$ cat src/core/light_alert_pkg.sv
// shared field layout, reset values and codes of the sensor configuration register
package light_alert_pkg;

  // ----------------------------------------------------------------
  // register width and field positions
  // ----------------------------------------------------------------
  localparam int CFG_WIDTH = 16;
  localparam int RN_MSB = 15;
  localparam int RN_LSB = 12;
  localparam int CT_POS = 11;
  localparam int MODE_MSB = 10;
  localparam int MODE_LSB = 9;
  localparam int OVF_POS = 8;
  localparam int CRF_POS = 7;
  localparam int FH_POS = 6;
  localparam int FL_POS = 5;
  localparam int LATCH_POS = 4;
  localparam int POL_POS = 3;
  localparam int ME_POS = 2;
  localparam int FC_MSB = 1;
  localparam int FC_LSB = 0;

  // ----------------------------------------------------------------
  // result word layout: exponent over mantissa
  // ----------------------------------------------------------------
  localparam int EXP_WIDTH = 4;
  localparam int MANT_WIDTH = 12;
  localparam logic [3:0] EXP_MASKED = 4'h0;

  // ----------------------------------------------------------------
  // codes
  // ----------------------------------------------------------------
  localparam logic [1:0] MODE_SHUTDOWN = 2'h0;
  localparam logic [1:0] MODE_SINGLE = 2'h1;
  localparam logic [3:0] RN_AUTO = 4'hc;
  localparam logic [1:0] FC_ONE = 2'h0;
  localparam logic [1:0] FC_TWO = 2'h1;
  localparam logic [1:0] FC_FOUR = 2'h2;
  localparam logic [1:0] FC_EIGHT = 2'h3;

  // ----------------------------------------------------------------
  // values after reset
  // ----------------------------------------------------------------
  localparam logic [3:0] RN_RESET = 4'hc;
  localparam logic CT_RESET = 1'b1;
  localparam logic [1:0] MODE_RESET = 2'h0;
  localparam logic LATCH_RESET = 1'b1;
  localparam logic POL_RESET = 1'b0;
  localparam logic ME_RESET = 1'b0;
  localparam logic [1:0] FC_RESET = 2'h0;
  localparam logic [15:0] RESULT_RESET = 16'h0000;

  // consecutive fault events needed for each fault-count code
  function automatic logic [3:0] faultTarget(input logic [1:0] fc);
    case (fc)
      FC_ONE: faultTarget = 4'h1;
      FC_TWO: faultTarget = 4'h2;
      FC_FOUR: faultTarget = 4'h4;
      default: faultTarget = 4'h8;
    endcase
  endfunction

endpackage

$ cat src/core/lux_compare.sv
// magnitude compare of two exponent/mantissa light values on a common lux scale
`timescale 1ns/10ps
`default_nettype none
module lux_compare #(
  parameter int EW = 4,
  parameter int MW = 12
) (
  input wire logic [EW-1:0] aExp,
  input wire logic [MW-1:0] aMant,
  input wire logic [EW-1:0] bExp,
  input wire logic [MW-1:0] bMant,
  output logic aGreater,
  output logic aLess
);
  localparam int LW = MW + (1 << EW) - 1;

  initial begin
    if (EW < 1 || EW > 5 || MW < 1) begin
      $error("lux_compare: unsupported widths");
    end
  end

  logic [LW-1:0] aLux;
  logic [LW-1:0] bLux;

  // both sides are widened before the shift so no bits fall off the top
  always_comb begin
    aLux = LW'(aMant) << aExp;
    bLux = LW'(bMant) << bExp;
    aGreater = aLux > bLux;
    aLess = aLux < bLux;
  end
endmodule // lux_compare
`default_nettype wire

$ cat src/core/fault_counter.sv
// consecutive out-of-limit counter for one threshold
`timescale 1ns/10ps
`default_nettype none
module fault_counter #(
  parameter int CW = 4
) (
  input wire logic clock,
  input wire logic rst,
  input wire logic sample,
  input wire logic outOfLimit,
  input wire logic [CW-1:0] target,
  output logic hit
);
  initial begin
    if (CW < 4) begin
      $error("fault_counter: count width must hold eight");
    end
  end

  logic [CW-1:0] countQ;
  logic [CW-1:0] countD;
  logic [CW-1:0] countInc;

  // saturating count; a result back inside the limit starts it over
  always_comb begin
    countInc = (countQ == {CW{1'b1}}) ? countQ : countQ + CW'(1);
    countD = countQ;
    hit = 1'b0;
    if (sample) begin
      if (outOfLimit) begin
        countD = countInc;
        hit = countInc >= target;
      end else begin
        countD = '0;
      end
    end
  end

  always_ff @(posedge clock) begin
    if (rst) begin
      countQ <= '0;
    end else begin
      countQ <= countD;
    end
  end
endmodule // fault_counter
`default_nettype wire

$ cat src/core/light_sensor_alert_config.sv
// configuration register, threshold flags and alert pin of the light sensor
`timescale 1ns/10ps
`default_nettype none
module light_sensor_alert_config
  import light_alert_pkg::*;
(
  input wire logic clock,
  input wire logic rst,
  input wire logic regWrite,
  input wire logic regRead,
  input wire logic [light_alert_pkg::CFG_WIDTH-1:0] regWdata,
  output logic [light_alert_pkg::CFG_WIDTH-1:0] regRdata,
  output logic regRvalid,
  input wire logic convDone,
  input wire logic [light_alert_pkg::EXP_WIDTH-1:0] convExp,
  input wire logic [light_alert_pkg::MANT_WIDTH-1:0] convMant,
  input wire logic convOverflow,
  input wire logic [15:0] highLimit,
  input wire logic [15:0] lowLimit,
  output logic [15:0] resultOut,
  output logic [1:0] modeOut,
  output logic convTimeOut,
  output logic [3:0] rangeOut,
  output logic alertOut,
  output logic alertOe
);
  import light_alert_pkg::*;

  // ----------------------------------------------------------------
  // state
  // ----------------------------------------------------------------
  logic [3:0] rnQ, rnD;
  logic ctQ, ctD;
  logic [1:0] modeQ, modeD;
  logic latchQ, latchD;
  logic polQ, polD;
  logic meQ, meD;
  logic [1:0] fcQ, fcD;
  logic ovfQ, ovfD;
  logic crfQ, crfD;
  logic fhQ, fhD;
  logic flQ, flD;
  logic [15:0] resultQ, resultD;
  logic [15:0] rdataQ, rdataD;
  logic rvalidQ, rvalidD;

  logic aboveRaw, belowRaw;
  logic highHit, lowHit;
  logic [3:0] target;
  logic [CFG_WIDTH-1:0] cfgView;
  logic alertActive;

  // ----------------------------------------------------------------
  // threshold comparison on the raw result
  // ----------------------------------------------------------------
  // the raw conversion feeds the compare, never the masked copy
  lux_compare #(.EW(EXP_WIDTH), .MW(MANT_WIDTH)) highCmp (
    .aExp(convExp),
    .aMant(convMant),
    .bExp(highLimit[15:12]),
    .bMant(highLimit[11:0]),
    .aGreater(aboveRaw),
    .aLess()
  );

  lux_compare #(.EW(EXP_WIDTH), .MW(MANT_WIDTH)) lowCmp (
    .aExp(convExp),
    .aMant(convMant),
    .bExp(lowLimit[15:12]),
    .bMant(lowLimit[11:0]),
    .aGreater(),
    .aLess(belowRaw)
  );

  assign target = faultTarget(fcQ);

  // one counter per threshold, cleared by any in-limit result
  fault_counter #(.CW(4)) highCount (
    .clock(clock),
    .rst(rst),
    .sample(convDone),
    .outOfLimit(aboveRaw),
    .target(target),
    .hit(highHit)
  );

  fault_counter #(.CW(4)) lowCount (
    .clock(clock),
    .rst(rst),
    .sample(convDone),
    .outOfLimit(belowRaw),
    .target(target),
    .hit(lowHit)
  );

  // ----------------------------------------------------------------
  // configuration fields and mode
  // ----------------------------------------------------------------
  // a host write wins over the single-shot return to shutdown
  always_comb begin
    rnD = rnQ;
    ctD = ctQ;
    modeD = modeQ;
    latchD = latchQ;
    polD = polQ;
    meD = meQ;
    fcD = fcQ;
    ovfD = convDone ? convOverflow : ovfQ;
    if (convDone && modeQ == MODE_SINGLE) begin
      modeD = MODE_SHUTDOWN;
    end
    if (regWrite) begin
      rnD = regWdata[RN_MSB:RN_LSB];
      ctD = regWdata[CT_POS];
      modeD = regWdata[MODE_MSB:MODE_LSB];
      latchD = regWdata[LATCH_POS];
      polD = regWdata[POL_POS];
      meD = regWdata[ME_POS];
      fcD = regWdata[FC_MSB:FC_LSB];
    end
  end

  always_ff @(posedge clock) begin
    if (rst) begin
      rnQ <= RN_RESET;
      ctQ <= CT_RESET;
      modeQ <= MODE_RESET;
      latchQ <= LATCH_RESET;
      polQ <= POL_RESET;
      meQ <= ME_RESET;
      fcQ <= FC_RESET;
      ovfQ <= 1'b0;
    end else begin
      rnQ <= rnD;
      ctQ <= ctD;
      modeQ <= modeD;
      latchQ <= latchD;
      polQ <= polD;
      meQ <= meD;
      fcQ <= fcD;
      ovfQ <= ovfD;
    end
  end

  // ----------------------------------------------------------------
  // reporting flags
  // ----------------------------------------------------------------
  // set wins over clear so a conversion landing on a read is not lost;
  // a write of any mode but shutdown clears the ready flag; the threshold flags ignore mode, so shutdown keeps them
  always_comb begin
    crfD = crfQ;
    if (regRead || (regWrite && regWdata[MODE_MSB:MODE_LSB] != MODE_SHUTDOWN)) begin
      crfD = 1'b0;
    end
    if (convDone) begin
      crfD = 1'b1;
    end
    fhD = fhQ;
    flD = flQ;
    if (latchQ) begin
      // latched style: only a configuration read clears
      if (regRead) begin
        fhD = 1'b0;
        flD = 1'b0;
      end
      if (highHit) begin
        fhD = 1'b1;
      end
      if (lowHit) begin
        flD = 1'b1;
      end
    end else if (convDone) begin
      // transparent style: a pending fault keeps the flag as it was
      fhD = highHit | (aboveRaw & fhQ);
      flD = lowHit | (belowRaw & flQ);
    end
  end

  always_ff @(posedge clock) begin
    if (rst) begin
      crfQ <= 1'b0;
      fhQ <= 1'b0;
      flQ <= 1'b0;
    end else begin
      crfQ <= crfD;
      fhQ <= fhD;
      flQ <= flD;
    end
  end

  // ----------------------------------------------------------------
  // reported result and read port
  // ----------------------------------------------------------------
  assign cfgView = {rnQ, ctQ, modeQ, ovfQ, crfQ, fhQ, flQ, latchQ, polQ, meQ, fcQ};

  // read data is the value before the read's own clearing takes effect
  always_comb begin
    resultD = resultQ;
    if (convDone) begin
      resultD = {convExp, convMant};
      if (meQ && rnQ < RN_AUTO) begin
        resultD[15:12] = EXP_MASKED;
      end
    end
    rvalidD = regRead;
    rdataD = regRead ? cfgView : rdataQ;
  end

  always_ff @(posedge clock) begin
    if (rst) begin
      resultQ <= RESULT_RESET;
      rdataQ <= '0;
      rvalidQ <= 1'b0;
    end else begin
      resultQ <= resultD;
      rdataQ <= rdataD;
      rvalidQ <= rvalidD;
    end
  end

  // ----------------------------------------------------------------
  // alert pin, open drain: the output value is always low
  // ----------------------------------------------------------------
  assign alertActive = fhQ | flQ;
  assign alertOut = 1'b0;
  assign alertOe = polQ ? ~alertActive : alertActive;

  assign regRdata = rdataQ;
  assign regRvalid = rvalidQ;
  assign resultOut = resultQ;
  assign modeOut = modeQ;
  assign convTimeOut = ctQ;
  assign rangeOut = rnQ;

  // ----------------------------------------------------------------
  // checks
  // ----------------------------------------------------------------
  crf_set_a: assert property (@(posedge clock) disable iff (rst)
    convDone |=> crfQ && $past(crfQ, 1) == 1'b0 || crfQ)
    else $error("ready flag not set after conversion");

  crf_clear_a: assert property (@(posedge clock) disable iff (rst)
    (regRead && !convDone) |=> !crfQ)
    else $error("ready flag not cleared by read");

  crf_shutdown_a: assert property (@(posedge clock) disable iff (rst)
    (regWrite && regWdata[MODE_MSB:MODE_LSB] == MODE_SHUTDOWN && !regRead && !convDone)
      |=> crfQ == $past(crfQ))
    else $error("shutdown write changed ready flag");

  high_trigger_a: assert property (@(posedge clock) disable iff (rst)
    (convDone && aboveRaw && fcQ == FC_ONE) |=> fhQ)
    else $error("high flag missed a single fault");

  low_trigger_a: assert property (@(posedge clock) disable iff (rst)
    (convDone && belowRaw && fcQ == FC_ONE) |=> flQ)
    else $error("low flag missed a single fault");

  // a fault that still leaves the run short of the target must not raise the flag
  fault_wait_a: assert property (@(posedge clock) disable iff (rst)
    (!fhQ && convDone && aboveRaw && highCount.countQ < target - 4'h1) |=> !fhQ)
    else $error("high flag set before fault count");

  transparent_clear_a: assert property (@(posedge clock) disable iff (rst)
    (!latchQ && convDone && !aboveRaw && !belowRaw) |=> !fhQ && !flQ)
    else $error("transparent flags did not follow comparison");

  latched_hold_a: assert property (@(posedge clock) disable iff (rst)
    (latchQ && !regWrite && (fhQ || flQ) && !regRead) |=> (fhQ || flQ))
    else $error("latched flag dropped without clearing read");

  alert_pol_a: assert property (@(posedge clock) disable iff (rst)
    (!polQ && $rose(alertActive)) |-> alertOe && !alertOut)
    else $error("active low alert not driven");

  alert_release_a: assert property (@(posedge clock) disable iff (rst)
    (polQ && alertActive) |-> !alertOe)
    else $error("active high alert still driven");

  mask_exp_a: assert property (@(posedge clock) disable iff (rst)
    (convDone && meQ && rnQ < RN_AUTO) |=> resultOut[15:12] == EXP_MASKED)
    else $error("exponent not masked under manual range");

  single_done_a: assert property (@(posedge clock) disable iff (rst)
    (convDone && modeQ == MODE_SINGLE && !regWrite) |=> modeQ == MODE_SHUTDOWN)
    else $error("single shot did not return to shutdown");

endmodule // light_sensor_alert_config
`default_nettype wire

$ cat config.mk
export PLATFORM = sky130hd
export DESIGN_NAME = light_sensor_alert_config
export DESIGN_NICKNAME = d
export VERILOG_FILES = /design/src/core/light_alert_pkg.sv /design/src/core/lux_compare.sv /design/src/core/fault_counter.sv /design/src/core/light_sensor_alert_config.sv
export SDC_FILE = /design/constraint.sdc
export NUM_CORES = 1
export LEC_CHECK = 0
export BUFFER_PORTS_ARGS = -buffer_cell sky130_fd_sc_hd__buf_2
export CAP_MARGIN = 20
export CORE_ASPECT_RATIO = 1.5
export CORE_UTILIZATION = 58
export DETAILED_ROUTE_END_ITERATION = 7
export PLACE_DENSITY = 0.84
export SYNTH_ARGS = -nofsm -noshare
export SYNTH_HDL_FRONTEND = slang
export SYNTH_HIERARCHICAL = 1
export SYNTH_SLANG_ARGS = --single-unit
$ cat constraint.sdc
create_clock -name clock -period 4.47 [get_ports clock]
set_input_delay 0.447 -clock clock [delete_from_list [all_inputs] [get_ports clock]]
set_output_delay 0.447 -clock clock [all_outputs]
set_load 0.01 [all_outputs]
After elaboration in Yosys (flattened, before gate mapping)
Cells that the tools add are included.
{"block": "totals", "register_bits": 57, "latch_bits": 0, "ram_bits": 0, "rom_bits": 0, "output_inout_bits": 42, "mem_count": 0}
{"block": "op_classes", "addsub": 2, "n_mul": 0, "div_mod_pow": 0, "n_lt_le_gt_ge": 5, "eq_ne": 7, "n_shift": 3, "mux": 22, "bitwise_logic": 6, "n_reduce_logical": 11}
{"operator": "left shift 12 x 4 -> 27 bit", "n": 3}
{"operator": "> comparator 27 bit", "n": 1}
{"operator": "less-than comparator 27 bit", "n": 1}
{"operator": "2-to-1 mux 4 bit", "n": 5}
{"operator": "2-to-1 mux 1 bit", "n": 14}
{"operator": "case mux 4 bit (3 select lines)", "n": 1}
{"operator": "adder 4 x 1 -> 4 bit (second input constant)", "n": 2}
{"operator": "== test 4 bit (second input constant)", "n": 2}
{"operator": "greater-or-equal comparator 4 bit", "n": 2}
{"operator": "nonzero test 2 bit", "n": 4}
{"operator": "!= test 3 x 2 -> 1 bit (second input constant)", "n": 2}
{"operator": "== test 2 x 1 -> 1 bit (second input constant)", "n": 2}
{"operator": "less-than comparator 4 bit (second input constant)", "n": 1}
{"operator": "2-to-1 mux 2 bit", "n": 2}
{"operator": "AND reduction 2 bit", "n": 2}
{"operator": "logical AND 1 bit", "n": 3}
{"operator": "bitwise OR 1 bit", "n": 3}
{"operator": "bitwise AND 1 bit", "n": 2}
{"operator": "== test 2 bit (second input constant)", "n": 1}
{"operator": "zero test 2 bit", "n": 1}
{"operator": "logical OR 1 bit", "n": 1}
{"operator": "inverter 1 bit", "n": 1}

Longest topological paths before layout
{"block": "depth", "word_depth": 8, "mapped_depth": 17, "depth_no_buf": 15}

Hierarchy
The synthesis kept the hierarchy.
{"module": "lux_compare", "instances": 2, "cells_per_inst": 244, "area_per_inst_um2": 1835.5}
{"module": "light_sensor_alert_config", "instances": 1, "cells_per_inst": 175, "area_per_inst_um2": 1843.0}
{"module": "fault_counter", "instances": 2, "cells_per_inst": 42, "area_per_inst_um2": 337.8}

Least setup slack after synthesis
No wires, ideal clock.
{"block": "synth_timing", "path_kind": "input to register", "startpoint": "input convExp[0] (netlist bit)", "endpoint": "register fhQ", "arrival_ns": 3.479, "required_time_ns": 4.382, "slack_ns": 0.903, "stages": 17, "cell_sequence": "buf_2 > buf_2 > mux2_2 > nand2_1 > nor2_1 > a21oi_1 > nor2_1 > ha_1 > nand4_1 > nor4_1 > nand2_1 > o2111a_1 > nor2_1 > o211ai_1 > a21oi_1 > nor3_1 > nor4_2"}
{"block": "synth_via", "elab_chain_len": 7, "elab_cells_between_ends": 11, "classes_between": "order compare: 1; eq/ne: 1; shift: 1; mux: 5; bitwise: 2; reduce/logical: 1"}
{"element": "start, declared", "line": "light_sensor_alert_config.sv:15", "rtl": "input wire logic [light_alert_pkg::EXP_WIDTH-1:0] convExp,"}
{"element": "left shift 12 x 4 -> 27 bit (*)", "line": "lux_compare.sv:28", "rtl": "aLux = LW'(aMant) << aExp;"}
{"element": "> comparator 27 bit (*)", "line": "lux_compare.sv:30", "rtl": "aGreater = aLux > bLux;"}
{"element": "named net aboveRaw", "line": "light_sensor_alert_config.sv:47", "rtl": "logic aboveRaw, belowRaw;"}
{"element": "2-to-1 mux 1 bit (*)", "line": "fault_counter.sv:30", "rtl": "if (outOfLimit) begin"}
{"element": "2-to-1 mux 1 bit (*)", "line": "fault_counter.sv:29", "rtl": "if (sample) begin"}
{"element": "named net highHit", "line": "light_sensor_alert_config.sv:48", "rtl": "logic highHit, lowHit;"}
{"element": "bitwise OR 1 bit", "line": "light_sensor_alert_config.sv:174", "rtl": "fhD = highHit | (aboveRaw & fhQ);"}
{"element": "2-to-1 mux 1 bit", "line": "light_sensor_alert_config.sv:172", "rtl": "end else if (convDone) begin"}
{"element": "2-to-1 mux 1 bit", "line": "light_sensor_alert_config.sv:160", "rtl": "if (latchQ) begin"}
{"element": "end signal, assigned", "line": "light_sensor_alert_config.sv:186", "rtl": "fhQ <= fhD;"}
{"element": "end, declared", "line": "light_sensor_alert_config.sv:41", "rtl": "logic fhQ, fhD;"}
Mark *: on every way through the listed nets, which the timed path passes. The rest lies on a longest branch. The select of a mux whose other input is x is not followed.
A chain may end at the register's enable or synchronous reset.

Worst setup path after layout
{"block": "layout_timing", "startpoint": "input convExp[0] (netlist bit)", "endpoint": "register flQ"}
{"block": "layout_via", "elab_chain_len": 7, "elab_cells_between_ends": 11, "classes_between": "order compare: 1; eq/ne: 1; shift: 1; mux: 5; bitwise: 2; reduce/logical: 1"}
{"element": "left shift 12 x 4 -> 27 bit (*)", "line": "lux_compare.sv:28"}
{"element": "less-than comparator 27 bit (*)", "line": "lux_compare.sv:31", "rtl": "aLess = aLux < bLux;"}
{"element": "named net belowRaw", "line": "light_sensor_alert_config.sv:47"}
{"element": "2-to-1 mux 1 bit (*)", "line": "fault_counter.sv:30"}
{"element": "2-to-1 mux 1 bit (*)", "line": "fault_counter.sv:29"}
{"element": "named net lowHit", "line": "light_sensor_alert_config.sv:48"}
{"element": "bitwise OR 1 bit", "line": "light_sensor_alert_config.sv:175", "rtl": "flD = lowHit | (belowRaw & flQ);"}
{"element": "2-to-1 mux 1 bit", "line": "light_sensor_alert_config.sv:172"}
{"element": "2-to-1 mux 1 bit", "line": "light_sensor_alert_config.sv:160"}
{"element": "end signal, assigned", "line": "light_sensor_alert_config.sv:187", "rtl": "flQ <= flD;"}
{"element": "end, declared", "line": "light_sensor_alert_config.sv:42", "rtl": "logic flQ, flD;"}
Marked as above.

==> summary.txt <==
Run status
  • Status: finished, final reports clean

Setup path
  • Worst r2r src: highCount/countQ[0]$_SDFFE_PP0P_
  • Crit path DAT: 4190 ps
  • CP max stage delay: 600 ps
  • Cells along the critical path: buf_2, mux4_2, mux2_2, nand2_1, o21ai_0, ha_1, o21ai_0, nor2_1, a2111oi_0, buf_4, o2111a_1, o211ai_1, a21oi_1, nor3_1, nor4_2
  • Startpoint Class: primary input
  • Slowest-stage cell, CP: mux4_2
  • Crit end category: register
  • Crit path from: convExp[0]
  • Critical Path RT: 4710 ps
  • WP buf/inv: 2
  • Kind of critical path: in -> reg
  • Most numerous cell on the critical path: o21ai_0
  • Crit Path Max Fanout: 26
  • Cell family with most CP delay: compound AO/OA/AOI/OAI gates

Clock tree
  • Clock sink count: 57
  • Clock root cell: clkbuf_16
  • Max clock buf depth: 2
  • Post-CTS setup buffers: 0
  • Reg clk slew, reported paths: 50 ps
  • CTS tree: built
  • CTS H-Tree Depth: 3
  • Worst-Skew Late Latency: 320 ps
  • Total CTS buffers: 9
  • CTS Hold Buffers Added: 0
  • PostCTS Resize Cnt: 0

Die
  • Die height: 128.4 µm
  • Io pins: 112
  • Initial Utilization: 60.26%
  • Die X-Extent: 86.25 µm
  • Core footprint: 0.01025 mm²
  • Die Area: 0.01107 mm²
  • Site Rows: 45

Route
  • Final WL: 16540 µm
  • Vias: 6042
  • DR iter-0 viols: 359
  • 1st-pass router iterations: 5
  • Via/cell ratio: 6.248
  • Avg WL per Cell: 17.10 µm
  • ANT nets after route: 0
  • DRC: 0

STA
  • Slew Limit Fails: 0
  • Worst Skew: 5.739 ps
  • Max transition margin: 38.42%
  • Final Hold Fails: 0
  • Worst Slack Setup Final: 513.1 ps
  • Final setup violation count: 0
  • Final worst path period need: 3957 ps
  • Final worst-path cycle share: 88.52%
  • Final hold slack: 335.4 ps
  • Worst-margin pin slew: 923.7 ps
  • Peak Freq: 252.7 MHz
  • RSZ-0062 raised after global routing: false
  • Total negative setup slack: 0 ps

Layout
  • Layout cells sized above 1: 23.73%
  • Area Overhead vs Synth: 12.44%
  • ANT cells: 0
  • Finished Layout Cells: 967
  • Filler cells: 864
  • Post-route core utilization: 67.75%
  • Storage element area: 0.001141 mm²
  • Final Cell Area: 0.006943 mm²
  • Fin nets: 955
  • Footprint of the multi-input gates: 0.004651 mm²

Global route
  • Initial antenna violation count: 0
  • Largest net degree at the start of global routing: 54
  • GR Overflow Total: 0
  • Total Routing Usage GR: 30.11%
  • Vias in the first global route: 5984
  • Global-route wire length before repair: 26950 µm

Job
  • Maxcap violations: 0

Synthesis
  • Syn. warnings: 6
  • Mean Syn Cell Area: 8.299 µm²
  • Gate Count Post-Synth: 744
  • Synthesized area: 0.006175 mm²
  • Post-synthesis net count: 878

Placement
  • Port Buf Inserts: 106
  • Placed cells: 951
  • Placement Cell Area: 0.006645 mm²
  • Pre-CTS WS: 247.5 ps
  • GP Congestion: 0.9240
  • Dpl hpwl: 12710 µm

Power
  • Leakage power: 3.204 nW
  • PwrDens: 275.9 mW/mm²
  • Final total power: 1.916 mW
  • Peak VDD IR: 0.0002474 V

Hold path
  • HP Start: regWdata[15]
  • Hold crit path type: in -> reg
==> area by class of cell <==
class                   count  area share [%]
clock buffers              11           3.496
clock inverters             5          0.7929
inverters                  27           1.460
multi-input cells         614           66.99
flip-flops and latches     57           16.44
well taps                 141           2.541
repair buffers            112           8.290
==> path summary, 6_finish.rpt <==
kind | endpoint | slack [ps] | cells past startpoint
worst max-delay path | flQ$_SDFFE_PP0P_ | 510 | 15
worst min-delay path | rangeOut[3]$_SDFFE_PP1P_ | 340 | 2
worst max register to register | fhQ$_SDFFE_PP0P_ | 2180 | 9
worst min register to register | regRdata[4]$_SDFFE_PP0P_ | 470 | 2
==> layout by cell type, fill, tap and decap left out, drive strengths merged, types with 5 or more instances in the layout <==
cell    count
a211oi      8
a21oi      47
a22oi      16
buf       112
clkbuf     11
dfxtp      57
ha         64
inv        25
mux2       34
mux2i      79
mux4       22
nand2      74
nand2b      7
nand3      19
nand3b      5
nand4      10
nor2       95
nor2b      16
nor3       12
nor4        5
o21a        6
o21ai      39
o22ai       6
==> flip-flops by register name, summed over array words and instances (netlist names) <==
name              flops
flQ                   1
modeOut               2
latchQ                1
rangeOut              4
fcQ                   2
highCount/countQ      4
polQ                  1
ovfQ                  1
fhQ                   1
resultOut            16
crfQ                  1
regRvalid             1
meQ                   1
lowCount/countQ       4
regRdata             16
convTimeOut           1
==> per-layer routing <==
| layer | vias up | GRT usage (%) | part of all wire, % |
|---|---|---|---|
| met2 | 265 | 55.18 | 51 |
| met3 | 81 | 4.362 | 5.7 |
| li1 | 2883 | - | - |
| met5 | - | 0 | 0 |
| met1 | 2813 | 32.87 | 38 |
| met4 | 0 | 16.57 | 4.7 |
==> report_power, final <==
| group | internal, mW | leakage [nW] | switching, mW |
|---|---|---|---|
| clock | 0.443 | 0.142 | 0.229 |
| sequential | 0.539 | 0.468 | 0.0230 |
| combinational | 0.295 | 2.59 | 0.386 |
(Power assumes the default switching activity.)
